## config.mk

```make
export PLATFORM = sky130hd
export DESIGN_NAME = drive_parameter_bank
export DESIGN_NICKNAME = d
export VERILOG_FILES = /design/src/core/param_bank_pkg.sv /design/src/core/save_sequencer.sv /design/src/core/drive_parameter_bank.sv
export SDC_FILE = /design/constraint.sdc
export NUM_CORES = 1
export LEC_CHECK = 0
export ABC_CLOCK_PERIOD_IN_PS = 1940
export BUFFER_PORTS_ARGS = -buffer_cell sky130_fd_sc_hd__buf_2
export CAP_MARGIN = 20
export CORE_MARGIN = 2
export CORE_UTILIZATION = 55
export CTS_CLUSTER_SIZE = 25
export DETAILED_ROUTE_END_ITERATION = 7
export GPL_ROUTABILITY_DRIVEN = 1
export GPL_TIMING_DRIVEN = 0
export PLACE_DENSITY_LB_ADDON = 0.25
export SLEW_MARGIN = 30
export SYNTH_ARGS = -nofsm -noshare
export SYNTH_HDL_FRONTEND = slang
export SYNTH_HIERARCHICAL = 1
export SYNTH_SLANG_ARGS = --single-unit
```

## constraint.sdc

```tcl
create_clock -name clk_sys -period 1.94 [get_ports clk_sys]
set_clock_uncertainty 0.1 [all_clocks]
set_input_delay 0.291 -clock clk_sys [delete_from_list [all_inputs] [get_ports clk_sys]]
set_output_delay 0.291 -clock clk_sys [all_outputs]
set_load 0.05 [all_outputs]
```

## src/core/param_bank_pkg.sv

```systemverilog
// Constants shared by the drive parameter bank
`default_nettype none
package param_bank_pkg;
  // ==========================================================
  // Register indices (service data index numbers)
  localparam logic [7:0]  IDX_GP_FIRST   = 8'hab;
  localparam logic [7:0]  IDX_GP_LAST    = 8'hb4;
  localparam logic [7:0]  IDX_VOLT_LIM   = 8'hb5;
  localparam logic [7:0]  IDX_TEMP_LIM   = 8'hb6;
  localparam logic [7:0]  IDX_CMD        = 8'hc1;
  localparam int          GP_COUNT       = 10;
  // ==========================================================
  // Reset values and legal ranges
  localparam logic [15:0] GP_RESET       = 16'h0000;
  localparam logic [15:0] VOLT_LIM_RESET = 16'h00b9;
  localparam logic [15:0] VOLT_LIM_MIN   = 16'h00b4;
  localparam logic [15:0] VOLT_LIM_MAX   = 16'h00f0;
  localparam logic [15:0] TEMP_LIM_RESET = 16'h0046;
  localparam logic [15:0] TEMP_LIM_MIN   = 16'h000a;
  localparam logic [15:0] TEMP_LIM_MAX   = 16'h0046;
  // ==========================================================
  // Command codes (16-bit two's complement)
  localparam logic [15:0] CMD_NONE       = 16'h0000;
  localparam logic [15:0] CMD_SAVE       = 16'h0001;
  localparam logic [15:0] CMD_FACT_FMT1  = 16'h0002;
  localparam logic [15:0] CMD_FACT_KEEP  = 16'h0003;
  localparam logic [15:0] CMD_FACT_REF   = 16'hffff;
  localparam logic [15:0] CMD_FACT_ALL   = 16'hfffe;
  // Result codes read back from the command register
  localparam logic [15:0] RES_OK         = 16'h0000;
  localparam logic [15:0] RES_BUSY       = 16'h0001;
  localparam logic [15:0] RES_FAIL       = 16'h0002;
  // ==========================================================
  // Process-data format selector: 0 six-byte, 1 time stamp
  localparam logic        FMT_SIX_BYTE   = 1'b0;
  localparam logic        FMT_TIME_STAMP = 1'b1;
  // Save timing
  localparam int          CLK_HZ         = 50_000_000;
  localparam int          SAVE_LIMIT_MS  = 2000;
  localparam longint      SAVE_LIMIT_CYC =
    longint'(SAVE_LIMIT_MS) * longint'(CLK_HZ) / 1000;
endpackage : param_bank_pkg
`default_nettype wire

```

## src/core/save_sequencer.sv

```systemverilog
// Sequencer for storing the parameter set into nonvolatile memory
`default_nettype none
module save_sequencer
  import param_bank_pkg::*;
#(
  parameter int TIMEOUT_CYC = 100_000_000
) (
  input  wire logic        clk_sys,
  input  wire logic        reset_n,
  input  wire logic        start,
  output logic             nv_req,
  input  wire logic        nv_done,
  input  wire logic        nv_error,
  output logic             busy,
  output logic             failed
);
  typedef enum {S_IDLE, S_WAIT} sq_state_t;
  typedef struct packed {
    sq_state_t   st;
    logic [31:0] cnt;
    logic        failed;
  } sq_t;
  sq_t q, d;

  // ==========================================================
  // Handshake with the memory; timeout marks a failure
  always_comb begin
    d = q;
    unique case (q.st)
      S_IDLE: begin
        if (start) begin
          d.st     = S_WAIT;
          d.cnt    = '0;
          d.failed = 1'b0;
        end
      end
      S_WAIT: begin
        d.cnt = q.cnt + 32'h1;
        if (nv_done || nv_error || q.cnt == 32'(TIMEOUT_CYC - 1)) begin
          d.st     = S_IDLE;
          d.failed = ~nv_done | nv_error;
        end
      end
    endcase
  end

  always_ff @(posedge clk_sys or negedge reset_n) begin
    if (!reset_n) begin
      q <= '{st: S_IDLE, cnt: 32'h0, failed: 1'b0};
    end else begin
      q <= d;
    end
  end

  assign nv_req = (q.st == S_WAIT);
  assign busy   = (q.st == S_WAIT);
  assign failed = q.failed;
endmodule : save_sequencer
`default_nettype wire

```

## src/core/drive_parameter_bank.sv

```systemverilog
// Parameter bank with thresholds, factory restore and save command
// ============================================================
// Behaviour
// - Motor voltage limit in 0.1 V sets power-present flag, reset 185.
// - Temperature limit in deg C sets overtemperature flag, reset 70.
// - Writing -1 restores values except format, then refs and centres.
// - Writing -2 restores all incl. format, then refs and centres.
// - A restored format only becomes active after reset or restart.
// - Writing 1 saves the parameter set to nonvolatile memory.
// - Writing 0 does nothing.
// - Writing 2 restores factory values, format 1, no ref, no centre.
// - Writing 3 restores values, keeps format, no ref, no centre.
// - After boot the command register reads zero if memory is correct.
// - After a successful save the command register reads zero.
// - Reads nonzero while saving or on failure; save may take 2000 ms.
// - Format picks time-stamp or six-byte layout, six-byte by default.
`default_nettype none
module drive_parameter_bank
  import param_bank_pkg::*;
#(
  parameter longint SAVE_TIMEOUT_CYC = SAVE_LIMIT_CYC
) (
  input  wire logic        clk_sys,
  input  wire logic        reset_n,
  input  wire logic        wr_en,
  input  wire logic        rd_en,
  input  wire logic [7:0]  index,
  input  wire logic [15:0] wr_data,
  output logic      [15:0] rd_data,
  output logic             rd_valid,
  output logic             wr_ack,
  output logic             wr_reject,
  input  wire logic        boot_mem_ok,
  input  wire logic [15:0] motor_supply_voltage,
  input  wire logic [15:0] temperature,
  input  wire logic        fmt_stored,
  output logic             motor_power_present,
  output logic             overtemperature,
  output logic             fmt_active,
  output logic             fmt_pending,
  output logic             ref_loop_start,
  output logic             centre_start,
  input  wire logic        restart_cmd,
  output logic             nv_req,
  input  wire logic        nv_done,
  input  wire logic        nv_error
);
  typedef struct packed {
    logic [GP_COUNT-1:0][15:0] gp;
    logic [15:0]               volt_lim;
    logic [15:0]               temp_lim;
    logic [15:0]               cmd_res;
    logic                      fmt_pend;
    logic                      fmt_act;
    logic                      boot_done;
    logic                      ref_p;
    logic                      ctr_p;
    logic                      save_go;
    logic                      saving;
    logic [15:0]               rdat;
    logic                      rval;
    logic                      ack;
    logic                      rej;
    logic                      mp;
    logic                      ot;
  } bank_t;
  bank_t q, d;

  logic sq_busy;
  logic sq_failed;

  // Free-use window decode
  function automatic logic is_gp(input logic [7:0] i);
    return i >= IDX_GP_FIRST && i <= IDX_GP_LAST;
  endfunction : is_gp

  // Range check per register; unmapped index is not in range
  function automatic logic in_range(input logic [7:0] i,
                                    input logic [15:0] v);
    if (is_gp(i)) return 1'b1;
    if (i == IDX_VOLT_LIM)
      return v >= VOLT_LIM_MIN && v <= VOLT_LIM_MAX;
    if (i == IDX_TEMP_LIM)
      return v >= TEMP_LIM_MIN && v <= TEMP_LIM_MAX;
    if (i == IDX_CMD)
      return v == CMD_NONE || v == CMD_SAVE || v == CMD_FACT_FMT1 ||
             v == CMD_FACT_KEEP || v == CMD_FACT_REF ||
             v == CMD_FACT_ALL;
    return 1'b0;
  endfunction : in_range

  // ==========================================================
  // Next state
  always_comb begin
    logic [7:0] gi;
    gi = 8'(index - IDX_GP_FIRST);
    d = q;
    d.ref_p   = 1'b0;
    d.ctr_p   = 1'b0;
    d.save_go = 1'b0;
    d.ack     = 1'b0;
    d.rej     = 1'b0;
    d.rval    = 1'b0;
    // Start pulse leads busy by one cycle; bridge it so no early result
    d.saving  = sq_busy | q.save_go;
    // Strap sampled after reset release, not in the reset branch
    if (!q.boot_done) begin
      d.boot_done = 1'b1;
      d.fmt_act   = fmt_stored;
      d.fmt_pend  = fmt_stored;
      d.cmd_res   = boot_mem_ok ? RES_OK : RES_FAIL;
    end
    if (restart_cmd) begin
      d.fmt_act = q.fmt_pend;
    end
    // Save result follows the sequencer
    if (q.saving && !sq_busy && !q.save_go) begin
      d.cmd_res = sq_failed ? RES_FAIL : RES_OK;
    end
    if (wr_en) begin
      if (!in_range(index, wr_data)) begin
        d.rej = 1'b1;
      end else begin
        d.ack = 1'b1;
        if (is_gp(index)) begin
          d.gp[gi[3:0]] = wr_data;
        end else if (index == IDX_VOLT_LIM) begin
          d.volt_lim = wr_data;
        end else if (index == IDX_TEMP_LIM) begin
          d.temp_lim = wr_data;
        end else if (wr_data == CMD_SAVE) begin
          d.save_go = 1'b1;
          d.saving  = 1'b1;
          d.cmd_res = RES_BUSY;
        end else if (wr_data != CMD_NONE) begin
          // Factory restore; format change waits for restart
          d.gp       = {GP_COUNT{GP_RESET}};
          d.volt_lim = VOLT_LIM_RESET;
          d.temp_lim = TEMP_LIM_RESET;
          if (wr_data == CMD_FACT_ALL) begin
            d.fmt_pend = FMT_SIX_BYTE;
          end else if (wr_data == CMD_FACT_FMT1) begin
            d.fmt_pend = FMT_TIME_STAMP;
          end
          if (wr_data == CMD_FACT_REF || wr_data == CMD_FACT_ALL) begin
            d.ref_p = 1'b1;
            d.ctr_p = 1'b1;
          end
          // code 3 keeps format and skips ref and centre
        end
      end
    end
    if (rd_en) begin
      d.rval = 1'b1;
      d.rdat = 16'h0000;
      if (is_gp(index)) begin
        d.rdat = q.gp[gi[3:0]];
      end else if (index == IDX_VOLT_LIM) begin
        d.rdat = q.volt_lim;
      end else if (index == IDX_TEMP_LIM) begin
        d.rdat = q.temp_lim;
      end else if (index == IDX_CMD) begin
        d.rdat = q.cmd_res;
      end
    end
    d.mp = motor_supply_voltage >= q.volt_lim;
    d.ot = temperature > q.temp_lim;
  end

  always_ff @(posedge clk_sys or negedge reset_n) begin
    if (!reset_n) begin
      q          <= '0;
      q.gp       <= {GP_COUNT{GP_RESET}};
      q.volt_lim <= VOLT_LIM_RESET;
      q.temp_lim <= TEMP_LIM_RESET;
      q.cmd_res  <= RES_BUSY;
      q.fmt_pend <= FMT_SIX_BYTE;
      q.fmt_act  <= FMT_SIX_BYTE;
    end else begin
      q <= d;
    end
  end

  // ==========================================================
  // Save sequencer
  // A memory that never answers ends as a failed save
  save_sequencer #(
    .TIMEOUT_CYC (int'(SAVE_TIMEOUT_CYC))
  ) u_save (
    .clk_sys  (clk_sys),
    .reset_n  (reset_n),
    .start    (q.save_go),
    .nv_req   (nv_req),
    .nv_done  (nv_done),
    .nv_error (nv_error),
    .busy     (sq_busy),
    .failed   (sq_failed)
  );

  assign rd_data             = q.rdat;
  assign rd_valid            = q.rval;
  assign wr_ack              = q.ack;
  assign wr_reject           = q.rej;
  assign motor_power_present = q.mp;
  assign overtemperature     = q.ot;
  assign fmt_active          = q.fmt_act;
  assign fmt_pending         = q.fmt_pend;
  assign ref_loop_start      = q.ref_p;
  assign centre_start        = q.ctr_p;
endmodule : drive_parameter_bank
`default_nettype wire

```

Yosys cells after proc, flatten, opt, wreduce, memory -nomap -nowiden
Cells that the tools add are included.
{"block": "word_totals", "ff_bits": 301, "input_bits": 65, "word_cells": 163}
{"block": "op_classes", "n_addsub": 2, "order_cmp": 10, "n_eq_ne": 20, "n_mux": 71, "bitwise": 5, "n_reduce_logical": 26}
{"operator": "$mux W192", "count": 2}
{"operator": "$mux W160", "count": 2}
{"operator": "$mux W176", "count": 1}
{"operator": "$bwmux W160", "count": 1}
{"operator": "$mux W16", "count": 10}
{"operator": "$pmux W65 S2", "count": 1}
{"operator": "$mux W17", "count": 5}
{"operator": "$mux W65", "count": 1}
{"operator": "$bmux W16 S4", "count": 1}
{"operator": "$demux W16 S4", "count": 1}
{"operator": "$add A32 B1 Y32 const B", "count": 1}
{"operator": "$eq A16 B16 Y1 const B", "count": 2}
{"operator": "$eq A16 B2 Y1 const B", "count": 2}
{"operator": "$eq A32 B1 Y1 const B", "count": 1}
{"operator": "$eq A32 B2 Y1 const B", "count": 1}
{"operator": "$eq A32 B27 Y1 const B", "count": 1}
{"operator": "$logic_not A32 Y1", "count": 1}
{"operator": "$mux W1", "count": 32}
{"operator": "$mux W32", "count": 1}
{"operator": "$eq A8 B8 Y1 const B", "count": 3}
{"operator": "$mux W4", "count": 5}
{"operator": "$mux W19", "count": 1}
{"operator": "$reduce_and A6 Y1", "count": 3}
{"operator": "$eq A16 B1 Y1 const B", "count": 1}
{"operator": "23 further kinds", "count": 54}

Logic depth before layout (Yosys ltp)
{"block": "depth", "ltp_word": 20, "mapped_depth": 14, "mapped_depth_nobuf": 8}

Modules after synthesis
The synthesis kept the hierarchy.
{"mod": "drive_parameter_bank", "instances": 1, "cells_each": 1163, "area_each_um2": 12374.4}
{"mod": "save_sequencer", "instances": 1, "cells_each": 192, "area_each_um2": 1796.7}

Least setup slack after synthesis
OpenSTA, ideal clock, no wires.
{"block": "synth_path", "path_type": "input port to flip-flop", "startpoint": "input index[0]", "endpoint": "register q[146] (netlist name)", "setup_time_ns": 0.121, "arrival_ns": 3.206, "setup_slack_ns": -1.487, "stages": 13, "path_buffers": 5, "cell_sequence": "clkbuf_1 > buf_1 > clkbuf_1 > inv_1 > ha_1 > nand2b_1 > a32oi_1 > nor2_1 > buf_2 > nand4_2 > buf_2 > mux2i_1 > nor2_1"}
{"element": "start: declaration", "line_no": "drive_parameter_bank.sv:27", "rtl": "input wire logic [7:0] index,"}

==> impl_metrics.py <==
metrics = {
    "die": {
        "die_y_um": 165,
        "rows": 58,
        "die_x_um": 165,
        "die-area_um2": 27100,
        "ios": 91,
        "core_area_um2": 25300,
        "start_util_pct": 56.1,
    },
    "power_and_ir_drop": {
        "p_sw_mw": 3.25,
        "p_seq_share_pct": 44.2,
        "power_density_nw_per_um2": 709,
        "combPwrFrac_pct": 9.4,
        "p_leak_nw": 9.04,
        "pwr-share-clk_pct": 46.4,
        "p_sw_share_pct": 24.6,
        "peakVddDrop_mv": 0.902,
        "p_int_mw": 9.95,
    },
    "final_layout": {
        "syn2layout_area_growth_pct": 31.4,
        "final_util_pct": 73.7,
        "antenna_cells": 0,
        "regArea_um2": 6750,
        "fillers": 1646,
        "multi_input_area_um2": 7490,
        "nets": 1658,
        "drive_above_1_share_pct": 32.3,
    },
    "yosys": {
        "synthFlopType": "dfrtp_1",
        "syn_nets": 1458,
        "async_flop_share_pct": 100,
        "synth_area_leader_cell": "dfrtp_1",
        "synth.avg_cell_area_um2": 10.5,
        "yosys_register_bits": 269,
        "ys_seq_area_share_pct": 47.6,
        "syn_area_um2": 14200,
        "netlist.area_leader.share_pct": 45.9,
        "synth_edf_count": 0,
        "yosysUniqueCellTypes": 67,
        "netlist_top_cells_area": "dfrtp_1, mux2i_1, nor2_1",
        "synth_warnings": 6,
        "synth_common_cells": "dfrtp_1, nor2_1, mux2i_1",
        "synthCells": 1355,
        "synth_most_common_cell": "dfrtp_1",
    },
    "setup_path": {
        "endpoint_kind": "flip-flop",
        "crit_path_max_fanout": 9,
        "critPathKind": "in -> reg",
        "reg2reg_depth": 5,
        "arrival_ns": 2.45,
        "startpoint_type": "input port",
        "crit_required_ns": 2.29,
    },
    "global_routing": {
        "antenna_found_initial": 0,
        "grt_pass1_wl_um": 63400,
        "grt_overflow": 0,
        "grt_use_total_pct": 30.5,
        "grt_max_degree": 89,
        "grt_pass1_vias": 11600,
    },
    "sta": {
        "worst_slack_ns": -0.164,
        "whs_ns": 0.0222,
        "rsz0062_at_grt": "yes",
        "finalHoldViolCount": 0,
        "max_freq_ghz": 0.475,
        "fin_crit_ns": 2.10,
        "slew_headroom_pct": 34.5,
        "final.period_utilization_pct": 108,
        "worstMarginPinSlew_ns": 0.983,
        "setup_violations": 175,
        "slew_viol_final": 0,
    },
    "clock_network": {
        "clock-root-buffer": "clkbuf_16",
        "tritoncts": "built",
        "clkTransAtPathRegs_ns": 0.06,
        "cts.sinks": 269,
        "cts.htree.levels": 1,
        "clockBufferDepth": 3,
        "clock_latency_ns": 0.57,
        "cts_buffers": 30,
    },
    "run_status": {
        "violations": "setup timing",
        "status": "finished with violations",
    },
    "placed_design": {
        "dp_hpwl_um": 26600,
        "port_buffers": 82,
        "gp_congestion": 0.880,
    },
    "route": {
        "drtIter0Drc": 1322,
        "antenna_left": 0,
        "dr.pass1.iters": 5,
        "viasPerCell": 6.15,
        "wirelength_um": 43900,
        "avgRoutedWirePerCell_um": 23.0,
        "vias": 11700,
        "drc_errors": 0,
    },
    "worst_hold_path": {
        "hold_path_class": "in -> reg",
        "hold_depth": 3,
    },
    "job": {
        "drv_cap": 0,
    },
}
[stage by stage]
| step | TNS [ns] | std cells | worst slack [ns] | power, mW | area, µm² |
|---|---|---|---|---|---|
| after floorplan | -91.96 | 1355 | -0.457 | 6.50 | 14400 |
| after global placement | -1408.73 | 1767 | -4.45 | 6.89 | 15200 |
| after detailed placement | -240.11 | 1770 | -1.16 | 6.94 | 15300 |
| after CTS | -19.61 | 1867 | -0.149 | 13.0 | 17300 |
| after global routing | -19.33 | 1908 | -0.169 | 13.6 | 18600 |
| final | -16.39 | 1908 | -0.164 | 13.2 | 18600 |
[per-layer routing]
metal / global-route usage [%] / share of wire [%] / wire length, µm
met1: 41.3 / 39 / 17200
met2: 50.5 / 49 / 21300
met3: 5.85 / 8.0 / 3490
met4: 8.62 / 4.1 / 1810
met5: 0 / 0 / 0
[registers in the layout, indices dropped and copies added, names as in the netlist]
name,flops
u_save/q,33
centre_start,1
rd_valid,1
wr_ack,1
wr_reject,1
fmt_pending,1
u_save/failed,1
motor_power_present,1
overtemperature,1
q,211
rd_data,16
fmt_active,1
[cells in the final DEF (no fill, tap or decap), drive strengths merged, types with 16 or more instances in the layout]
cell type,Yosys,final
a21oi,42,42
a221oi,17,17
and2,16,16
buf,69,224
clkbuf,52,98
dfrtp,260,260
ha,38,38
inv,59,58
mux2i,183,183
mux4,32,32
nand2,57,57
nand2b,24,24
nand3,47,47
nand4,28,28
nor2,227,227
o21ai,56,56
o22ai,18,18
[critical path, cell delays in order]
cell	delay, ns
clkbuf_1	0.20
and3_1	0.24
o41ai_1	0.48
nand4_1	0.25
o211ai_1	0.19
and3_4	0.27
buf_6	0.14
buf_12	0.18
buf_8	0.16
nor2_1	0.06
[power by group through the flow]
stage | sequential [mW] | clock [mW] | combinational, mW
6_report | 5.84 | 6.13 | 1.24
5_1_grt | 5.84 | 6.40 | 1.33
3_5_place_dp | 5.92 | 0 | 1.02
3_3_place_gp | 5.91 | 0 | 0.977
2_1_floorplan | 5.92 | 0 | 0.577
4_1_cts | 5.82 | 6.14 | 1.08
[logic make-up after synthesis]
group / count (synthesis) / synth area share (%)
flops: 269 / 47.6
other cells: 1 / 0.0265
mux: 216 / 18.1
fa+ha+maj: 38 / 3.36
simple gates: 458 / 15.7
compound gates: 193 / 8.98
buf+inv: 180 / 6.25
[worst paths after layout]
| check | start | endpoint | slack (ns) |
|---|---|---|---|
| setup / recovery | wr_data[0] | q[220] | -0.16 |
| hold / removal | motor_supply_voltage[7] | motor_power_present | 0.02 |
| setup reg to reg | u_save/q[2] | u_save/q[33] | 0.06 |
| hold reg to reg | q[28] | q[28] | 0.39 |
| max in group asynchronous | reset_n | q[126] | 0.80 |
| min in group asynchronous | reset_n | q[55] | 0.12 |
[final cells by class]
type / count / area share (%)
multi-input combinational: 906 / 40.3
clock inverter: 16 / 1.13
sequential: 269 / 36.2
tap: 330 / 2.22
inverter: 59 / 1.26
buffer: 114 / 5.75
timing repair buffer: 175 / 8.62
clock buffer: 39 / 4.54
[what timing repair did]
action / 4_1_cts / 5_1_grt
hold buffers: 6 / 0
resized for setup: 124 / 218
endpoints found under the setup margin: 239 / 251
hold endpoints to repair: 199 / 0
setup buffers: 33 / 35
pin swaps: 19 / 63
cloned: 7 / 12
No activity file was read; power rests on OpenSTA's default activity.
